**config.mk**
```make
export PLATFORM = sky130hd
export DESIGN_NAME = mcuio_exec
export DESIGN_NICKNAME = d
export VERILOG_FILES = /design/src/mcuio_pkg.sv /design/src/mcuio_exec.sv
export VERILOG_INCLUDE_DIRS = /design/src
export SDC_FILE = /design/constraint.sdc
export NUM_CORES = 1
export LEC_CHECK = 0
export ABC_AREA = 1
export BUFFER_PORTS_ARGS = -buffer_cell sky130_fd_sc_hd__buf_2
export CAP_MARGIN = 20
export CORE_UTILIZATION = 44
export DETAILED_ROUTE_END_ITERATION = 7
export GPL_TIMING_DRIVEN = 0
export PLACE_DENSITY = 0.79
export SLEW_MARGIN = 10
export SYNTH_ARGS = -nofsm -noshare
export SYNTH_HDL_FRONTEND = slang
export SYNTH_SLANG_ARGS = --single-unit
export TNS_END_PERCENT = 100
```
**constraint.sdc**
```tcl
create_clock -name i_clock -period 2.15 [get_ports i_clock]
set_clock_uncertainty 0.05 [all_clocks]
set_input_delay 0.645 -clock i_clock [delete_from_list [all_inputs] [get_ports i_clock]]
set_output_delay 0.645 -clock i_clock [all_outputs]
set_load 0.02 [all_outputs]
```
**src/mcuio_map.svh**
```systemverilog
`ifndef MCUIO_MAP_SVH
`define MCUIO_MAP_SVH

// Data and program counter constants of the execution unit.
`define MCUIO_ACC_RESET   8'h00
`define MCUIO_BYTE_ZERO   8'h00
`define MCUIO_BYTE_ONE    8'h01
`define MCUIO_BYTE_ONES   8'hFF
`define MCUIO_PC_ZERO     11'h000
`define MCUIO_PC_ONE      11'h001
`define MCUIO_TRAP_VECTOR 11'h001
`define MCUIO_ADDR_ZERO   7'h00

// Valid selector range of the auxiliary-page special registers.
`define MCUIO_SFR_MIN     4'h5
`define MCUIO_SFR_MAX     4'hF

`endif

```
**src/mcuio_pkg.sv**
```systemverilog
`default_nettype none

package mcuio_pkg;

    // Decoded operation handed over by the fetch and decode stage.
    typedef enum logic [2:0] {
        OP_INCREMENT_REGISTER,
        OP_INCREMENT_SKIP_ZERO,
        OP_SOFTWARE_TRAP,
        OP_OR_ACCUMULATOR_REGISTER,
        OP_OR_IMMEDIATE_ACCUMULATOR,
        OP_READ_FPAGE_REGISTER
    } mcuio_op_t;

    // Sequencer states for the multi-cycle operations.
    typedef enum logic [1:0] {
        ST_IDLE,
        ST_SKIP,
        ST_TRAP_LOAD,
        ST_TRAP_END
    } mcuio_state_t;

endpackage

`default_nettype wire

```
**src/mcuio_exec.sv**
```systemverilog
// What this block does
// - Increment adds one to the addressed data register 0..127 and writes the accumulator or the register.
// - Increment finishes in one cycle, updates the zero flag, and all ones wraps to zero with the flag set.
// - Increment-and-skip stores like increment and on a zero result discards the prefetched instruction.
// - Increment-and-skip takes one cycle on a nonzero result and two cycles when it skips.
// - The software trap first pushes the program counter plus one onto the call stack.
// - The software trap then loads the 11-bit program counter with 0x001 and takes three cycles.
// - OR with a register stores accumulator OR register per the destination, updates zero, in one cycle.
// - OR with an immediate stores accumulator OR the 8-bit immediate in the accumulator, updates zero.
// - The auxiliary-page read copies the special register 5..15 into the accumulator in one cycle.
`timescale 1ns/1ps
`default_nettype none
`include "mcuio_map.svh"

module mcuio_exec (
    input  wire logic                 i_clock,
    input  wire logic                 i_resetn,
    input  wire logic                 i_valid,
    input  wire mcuio_pkg::mcuio_op_t i_op,
    input  wire logic [6:0]           i_reg_addr,
    input  wire logic                 i_dest,
    input  wire logic [7:0]           i_imm,
    input  wire logic [3:0]           i_sfr_sel,
    input  wire logic [7:0]           i_reg_rdata,
    input  wire logic [7:0]           i_sfr_rdata,
    input  wire logic [10:0]          i_pc,
    output logic                      o_ready,
    output logic [7:0]                o_acc,
    output logic                      o_zero,
    output logic                      o_reg_we,
    output logic [6:0]                o_reg_waddr,
    output logic [7:0]                o_reg_wdata,
    output logic                      o_discard,
    output logic                      o_stack_push,
    output logic [10:0]               o_stack_data,
    output logic                      o_pc_load,
    output logic [10:0]               o_pc_value
);

    mcuio_pkg::mcuio_state_t state_ff;
    mcuio_pkg::mcuio_state_t nxt_state;
    logic [7:0]              acc_ff;
    logic                    zero_ff;
    logic                    reg_we_ff;
    logic [6:0]              reg_waddr_ff;
    logic [7:0]              reg_wdata_ff;
    logic                    discard_ff;
    logic                    push_ff;
    logic [10:0]             push_data_ff;
    logic                    pc_load_ff;
    logic [10:0]             pc_value_ff;
    logic                    accept;
    logic [7:0]              inc_val;
    logic [7:0]              or_reg_val;
    logic [7:0]              or_imm_val;
    logic                    sfr_ok;
    logic [10:0]             ret_addr;

    // A new instruction is taken only while no multi-cycle operation runs.
    assign o_ready    = (state_ff == mcuio_pkg::ST_IDLE);
    assign accept     = i_valid && o_ready;
    assign inc_val    = i_reg_rdata + `MCUIO_BYTE_ONE;
    assign or_reg_val = acc_ff | i_reg_rdata;
    assign or_imm_val = acc_ff | i_imm;
    // The 4-bit selector cannot pass the top of the range, so only the lower bound needs a test.
    assign sfr_ok     = (i_sfr_sel >= `MCUIO_SFR_MIN);
    assign ret_addr   = i_pc + `MCUIO_PC_ONE;

    // Outputs are the registered results.
    assign o_acc        = acc_ff;
    assign o_zero       = zero_ff;
    assign o_reg_we     = reg_we_ff;
    assign o_reg_waddr  = reg_waddr_ff;
    assign o_reg_wdata  = reg_wdata_ff;
    assign o_discard    = discard_ff;
    assign o_stack_push = push_ff;
    assign o_stack_data = push_data_ff;
    assign o_pc_load    = pc_load_ff;
    assign o_pc_value   = pc_value_ff;

    // Sequencer for the skip and trap operations.
    always_comb begin
        nxt_state = state_ff;
        case (state_ff)
            mcuio_pkg::ST_IDLE: begin
                if (accept && i_op == mcuio_pkg::OP_INCREMENT_SKIP_ZERO && inc_val == `MCUIO_BYTE_ZERO) begin
                    nxt_state = mcuio_pkg::ST_SKIP;
                end else if (accept && i_op == mcuio_pkg::OP_SOFTWARE_TRAP) begin
                    nxt_state = mcuio_pkg::ST_TRAP_LOAD;
                end
            end
            mcuio_pkg::ST_SKIP:      nxt_state = mcuio_pkg::ST_IDLE;
            mcuio_pkg::ST_TRAP_LOAD: nxt_state = mcuio_pkg::ST_TRAP_END;
            mcuio_pkg::ST_TRAP_END:  nxt_state = mcuio_pkg::ST_IDLE;
            default:                 nxt_state = mcuio_pkg::ST_IDLE;
        endcase
    end

    always_ff @(posedge i_clock or negedge i_resetn) begin
        if (!i_resetn) begin
            state_ff <= mcuio_pkg::ST_IDLE;
        end else begin
            state_ff <= nxt_state;
        end
    end

    // Accumulator and zero flag; other flags live elsewhere and are never touched.
    always_ff @(posedge i_clock or negedge i_resetn) begin
        if (!i_resetn) begin
            acc_ff  <= `MCUIO_ACC_RESET;
            zero_ff <= 1'b0;
        end else if (accept) begin
            case (i_op)
                mcuio_pkg::OP_INCREMENT_REGISTER: begin
                    if (!i_dest) begin
                        acc_ff <= inc_val;
                    end
                    zero_ff <= (inc_val == `MCUIO_BYTE_ZERO);
                end
                mcuio_pkg::OP_INCREMENT_SKIP_ZERO: begin
                    if (!i_dest) begin
                        acc_ff <= inc_val;
                    end
                end
                mcuio_pkg::OP_OR_ACCUMULATOR_REGISTER: begin
                    if (!i_dest) begin
                        acc_ff <= or_reg_val;
                    end
                    zero_ff <= (or_reg_val == `MCUIO_BYTE_ZERO);
                end
                mcuio_pkg::OP_OR_IMMEDIATE_ACCUMULATOR: begin
                    acc_ff  <= or_imm_val;
                    zero_ff <= (or_imm_val == `MCUIO_BYTE_ZERO);
                end
                mcuio_pkg::OP_READ_FPAGE_REGISTER: begin
                    if (sfr_ok) begin
                        acc_ff <= i_sfr_rdata;
                    end
                end
                default: begin
                    acc_ff <= acc_ff;
                end
            endcase
        end
    end

    // Data register write-back, one cycle after the instruction is taken.
    always_ff @(posedge i_clock or negedge i_resetn) begin
        if (!i_resetn) begin
            reg_we_ff    <= 1'b0;
            reg_waddr_ff <= `MCUIO_ADDR_ZERO;
            reg_wdata_ff <= `MCUIO_BYTE_ZERO;
        end else begin
            reg_we_ff <= 1'b0;
            if (accept && i_dest) begin
                case (i_op)
                    mcuio_pkg::OP_INCREMENT_REGISTER, mcuio_pkg::OP_INCREMENT_SKIP_ZERO: begin
                        reg_we_ff    <= 1'b1;
                        reg_waddr_ff <= i_reg_addr;
                        reg_wdata_ff <= inc_val;
                    end
                    mcuio_pkg::OP_OR_ACCUMULATOR_REGISTER: begin
                        reg_we_ff    <= 1'b1;
                        reg_waddr_ff <= i_reg_addr;
                        reg_wdata_ff <= or_reg_val;
                    end
                    default: begin
                        reg_we_ff <= 1'b0;
                    end
                endcase
            end
        end
    end

    // Prefetch discard pulse during the skip cycle.
    always_ff @(posedge i_clock or negedge i_resetn) begin
        if (!i_resetn) begin
            discard_ff <= 1'b0;
        end else begin
            discard_ff <= (nxt_state == mcuio_pkg::ST_SKIP);
        end
    end

    // Trap: push the return address, then load the vector a cycle later.
    always_ff @(posedge i_clock or negedge i_resetn) begin
        if (!i_resetn) begin
            push_ff      <= 1'b0;
            push_data_ff <= `MCUIO_PC_ZERO;
            pc_load_ff   <= 1'b0;
            pc_value_ff  <= `MCUIO_PC_ZERO;
        end else begin
            push_ff    <= 1'b0;
            pc_load_ff <= 1'b0;
            if (accept && i_op == mcuio_pkg::OP_SOFTWARE_TRAP) begin
                push_ff      <= 1'b1;
                push_data_ff <= ret_addr;
            end
            if (state_ff == mcuio_pkg::ST_TRAP_LOAD) begin
                pc_load_ff  <= 1'b1;
                pc_value_ff <= `MCUIO_TRAP_VECTOR;
            end
        end
    end
endmodule

`default_nettype wire

```
# [After elaboration in Yosys (flattened, before gate mapping)]
# Cells that the tools add are included.
[word_totals] output_inout_bits=51 ff_bits=42 in_bits=53 word_cells=61
[classes] add_sub_neg=2 n_mux=13 bitwise=2 n_reduce_logical=20 n_lt_le_gt_ge=1 eq_ne=12
[op_table] op="8-bit case mux with 4 select lines" count=1
[op_table] op="8-bit zero test" count=3
[op_table] op="8-bit 2-to-1 mux" count=3
[op_table] op="8-bit bitwise OR" count=2
[op_table] op="8-bit case mux with 2 select lines" count=1
[op_table] op="11-bit by 1-bit adder with 11-bit output, second input constant" count=1
[op_table] op="8-bit by 1-bit adder with 8-bit output, second input constant" count=1
[op_table] op="3-bit by 2-bit == test with 1-bit output, second input constant" count=2
[op_table] op="3-bit == test, second input constant" count=2
[op_table] op="2-bit inequality test, second input constant" count=3
[op_table] op="2-bit case mux with 3 select lines" count=1
[op_table] op="2-bit AND reduction" count=3
[op_table] op="1-bit logical AND" count=5
[op_table] op="5-bit AND reduction" count=1
[op_table] op="2-bit by 1-bit == test with 1-bit output, second input constant" count=2
[op_table] op="2-bit == test, second input constant" count=2
[op_table] op="4-bit by 3-bit greater-or-equal comparator with 1-bit output, second input constant" count=1
[op_table] op="1-bit 2-to-1 mux" count=4
[op_table] op="2-bit 2-to-1 mux" count=2
[op_table] op="4-bit nonzero test" count=1
[op_table] op="2-bit OR reduction" count=2
[op_table] op="3-bit by 1-bit == test with 1-bit output, second input constant" count=1
[op_table] op="3-bit zero test" count=1
[op_table] op="1-bit case mux with 3 select lines" count=1
[op_table] op="other kinds (4)" count=4

# [Longest topological paths before layout]
[depth] depth_word=7 mapped_depth=9 depth_no_buf=9

# [Worst setup path after synthesis]
# No wires, ideal clock.
[synth_timing] path_type="input to register" from="input port i_pc[0]" to="register push_data_ff[10] (netlist: o_stack_data[10])" setup_time_ns=0.065 t_required_ns=2.035 cell_stages=8 setup_slack_ns=0.457 path_buffers=0 arrival_ns=1.578 cell_sequence="ha_1 -> nand3_1 -> nor3_1 -> nand2_1 -> nor2_1 -> xor2_1 -> nand2_1 -> nand2_1"
[synth_via] elab_chain_cells=1
[synth_lines] item="start, declared" line="mcuio_exec.sv:26" rtl="input wire logic [10:0] i_pc,"
[synth_lines] item="11-bit by 1-bit adder with 11-bit output (no source line)"
[synth_lines] item="end signal, assigned" line="mcuio_exec.sv:188" rtl="push_data_ff <= `MCUIO_PC_ZERO;"
[synth_lines] item="end signal, assigned" line="mcuio_exec.sv:196" rtl="push_data_ff <= ret_addr;"
[synth_lines] item="end, declared" line="mcuio_exec.sv:49" rtl="logic [10:0] push_data_ff;"
# No other way between the ends.
# A chain may end at the register's enable or synchronous reset.

# [Worst setup path after layout]
[layout_timing] from="input port i_op[1]" to="register acc_ff[6] (netlist: o_acc[6])"
[layout_via] elab_chain_cells=4 word_cells_on_any_way=12 classes_between="eq/ne (7); mux (1); reduce/logical (4)"
[layout_lines] item="start, declared" line="mcuio_exec.sv:19" rtl="input wire mcuio_pkg::mcuio_op_t i_op,"
[layout_lines] item="3-bit by 1-bit == test with 1-bit output / 3-bit zero test (equally long branches)" line="mcuio_exec.sv:113" rtl="case (i_op)"
[layout_lines] item="2-bit OR reduction (no source line)"
[layout_lines] item="2-bit inequality test (no source line) / 4-bit nonzero test (equally long branches)"
[layout_lines] item="5-bit AND reduction (no source line)"
[layout_lines] item="end signal, assigned" line="mcuio_exec.sv:110" rtl="acc_ff <= `MCUIO_ACC_RESET;"
[layout_lines] item="end signal, assigned" line="mcuio_exec.sv:116" rtl="acc_ff <= inc_val;"
[layout_lines] item="end signal, assigned" line="mcuio_exec.sv:122" rtl="acc_ff <= inc_val;"
[layout_lines] item="end, declared" line="mcuio_exec.sv:42" rtl="logic [7:0] acc_ff;"
# Several ways; a longest one is shown, not always the timed one.

==> qor.yml <==
crit_type: "input port to register"
portBuffers: 93
wirelength_um: 6440
ant_nets: 0
drv_slew: 0
post-route-period-util: 0.809
grt_pass1_wl_um: 10600
ys_ff_latch: 42
hpwl_um: 5040
antenna_found_initial: 0
clk-insertion-delay-late_ns: 0.29
cts-root-buf: "clkbuf_8"
min_period_ns: 1.74
core_mm2: 0.00547
firstDrtPassIters: 4
top_usage_layer: "met2"
area_growth_pct: 28.1
max-cap-violations: 0
arrival_ns: 1.88
ir_drop_v: 0.000517
avgSynthCellArea_um2: 7.61
rows: 27
grt_max_degree: 43
grt_pass1_vias: 2384
cts_tree: "done"
min-delay-path-class: "register to register"
num-nets-final: 492
drc: 0
start_util: 0.456
critPathLaunchType: "input port"
syn-cell-area_mm2: 0.00250
die_x_um: 77.3
grt_overflow: 0
totalPowerFinal_uw: 3630
synth_edf_count: 0
via_per_inst: 5.00
vias: 2544
r2r-end: "o_stack_data[8]$_DFFE_PN0P_"
num_antenna_cells: 0
power.density_mw_per_mm2: 1140
met1_usage: 0.286
cp_top_family: "simple AND/OR/NAND/NOR gates"
async_flop_share: 1.00
ios: 104
hold_depth: 1
ys_top_cells_by_area: "dfrtp_1 (42%), nand2_1 (13%), nor2_1 (7.1%)"
instances_no_fill: 509
slew-limit-headroom: 0.375
hold_buffers: 0
min_from: "state_ff[0]$_DFF_PN0_"
worst_setup_path_end_kind: "register"
tns_ns: 0
postSynthCellCount: 328
path_buf_inv: 3
clk_path_buf_depth: 2
clkSinkCount: 42
yosys.area.top_type: "dfrtp_1"
r2r_setup_slack_ns: 0.56
die_h_um: 77.3
postCtsSetupBuffers: 0
gp_congestion: 0.889
min_to: "o_pc_load$_DFF_PN0_"
grt_setup_unrepaired: "no"
p_leak_uw: 0.00174
status: "complete, no violations"
cp_max_fo: 10
synthFlopType: "dfrtp_1"
track_usage: 0.222
reg2reg_depth: 7
max_stage_delay_ns: 0.41
post_cts_resized: 0
final-hold-violation-count: 0
crit_required_ns: 2.29
setup_violations: 0
wire_per_inst_um: 12.7
cp_slowest_cell: "nor3_2"
tightest_slew_ns: 0.938
ys_types: 35
fmax_ghz: 0.575
yosysSeqAreaShare: 0.421
cp.depth: 8
grtUsageMet3: 0.0417
initialDrtViolationCount: 157
cts.htree.levels: 2
clk_pin_slew_ns: 0.08
yosysWarnings: 0
place_inst: 502
layout-drive-gt1-share: 0.330
worstPathCellList: "buf_2, inv_2, nand3_1, nor3_2, nor2_2, buf_6, nand2_1, o21ai_2"
cts_buffers: 5
use_met2: 0.365
dieArea_mm2: 0.00598
reg2reg_from: "state_ff[1]$_DFF_PN0_"
netlist.area_leader.share: 0.421
registers in the layout, indices dropped and copies added (netlist names):
register and flops:
o_acc 8, o_reg_wdata 8, o_reg_waddr 7, o_pc_value 1, state_ff 2, o_pc_load 1
o_reg_we 1, o_discard 1, o_stack_data 11, o_stack_push 1, o_zero 1
cells in the mapped netlist, types with 2 or more instances:
master   count
o22a_1       3
xnor2_1      2
nor2_1      47
or2_2        2
inv_1       26
nand3_1     18
o22ai_1      6
o21ai_1      5
nand2_2      2
dfrtp_1     42
o21ai_2      7
nand3_2      2
nor2_2       2
buf_4       10
xor2_1       3
nor3_1       2
nand2_1     89
buf_6        4
o21ai_0     15
ha_1         2
nor2_4       3
inv_2        6
nand4_1      8
a21oi_1     10
buf_2        2
worst reg2reg max path, delay by kind of cell (launching register included):
kind	cells	cell delay, ns
simple gates	4	0.66
compound gates	1	0.06
buf+inv	2	0.32
flops	1	0.39
kinds of logic after synthesis:
logic type               synth area share
adder cells (fa/ha/maj)            0.0100
flip-flops                          0.421
other                             0.00150
AO/OA/AOI/OAI                       0.135
buffers and inverters               0.100
XOR/XNOR                           0.0175
AND/OR/NAND/NOR                     0.314
per-stage QoR:
stage	hold WS, ns	worst slack (ns)	instance area [um2]	utilization
after floorplan	0.299	0.457	2530	-
after global placement	0.399	0.110	3090	0.564
after detailed placement	0.404	0.101	3090	0.564
after CTS	0.422	0.410	3200	0.584
after global routing	0.436	0.320	3200	0.584
final	0.417	0.411	3200	0.584
worst max-delay path by stage:
stage / end / startpoint
3_5_place_dp: o_acc[4]$_DFFE_PN0P_ / i_op[1]
6_report: o_acc[6]$_DFFE_PN0P_ / i_op[1]
5_1_grt: o_acc[6]$_DFFE_PN0P_ / i_op[1]
4_1_cts: o_acc[4]$_DFFE_PN0P_ / i_op[1]
2_1_floorplan: o_stack_data[10]$_DFFE_PN0P_ / i_pc[0]
3_3_place_gp: o_acc[6]$_DFFE_PN0P_ / i_op[1]
report_power, final:
part	switching [uW]	total (uW)	internal (uW)
combinational	1060	1640	578
sequential	214	1360	1140
clock	264	636	371
total	1540	3630	2090
cells in the final DEF (no fill, tap or decap), drive strengths merged, types with 2 or more instances in the layout:
cell type,Yosys,routed
inv,32,32
nor2,52,52
nand2,91,91
a21oi,10,10
clkbuf,0,6
nand4,8,8
xnor2,2,2
or2,2,2
o22ai,6,6
ha,2,2
conb,1,10
nand3,20,20
o22a,3,3
o21ai,27,27
xor2,3,3
dfrtp,42,42
buf,16,109
nor3,4,4
layer usage:
| layer | routed length [um] | vias up |
|---|---|---|
| met3 | 363 | 21 |
| met4 | 174 | 0 |
| li1 | - | 1261 |
| met5 | 0 | - |
| met1 | 2800 | 1170 |
| met2 | 3100 | 92 |
layout make-up:
class	instances	area, um2
buffer	16	130
clock buffer	6	82.6
clock inverter	1	30.0
fill	519	2270
inverter	32	120
multi-input combinational	247	1230
sequential	42	1050
tap	72	90.1
timing repair buffer	93	465
(Power assumes the default switching activity.)
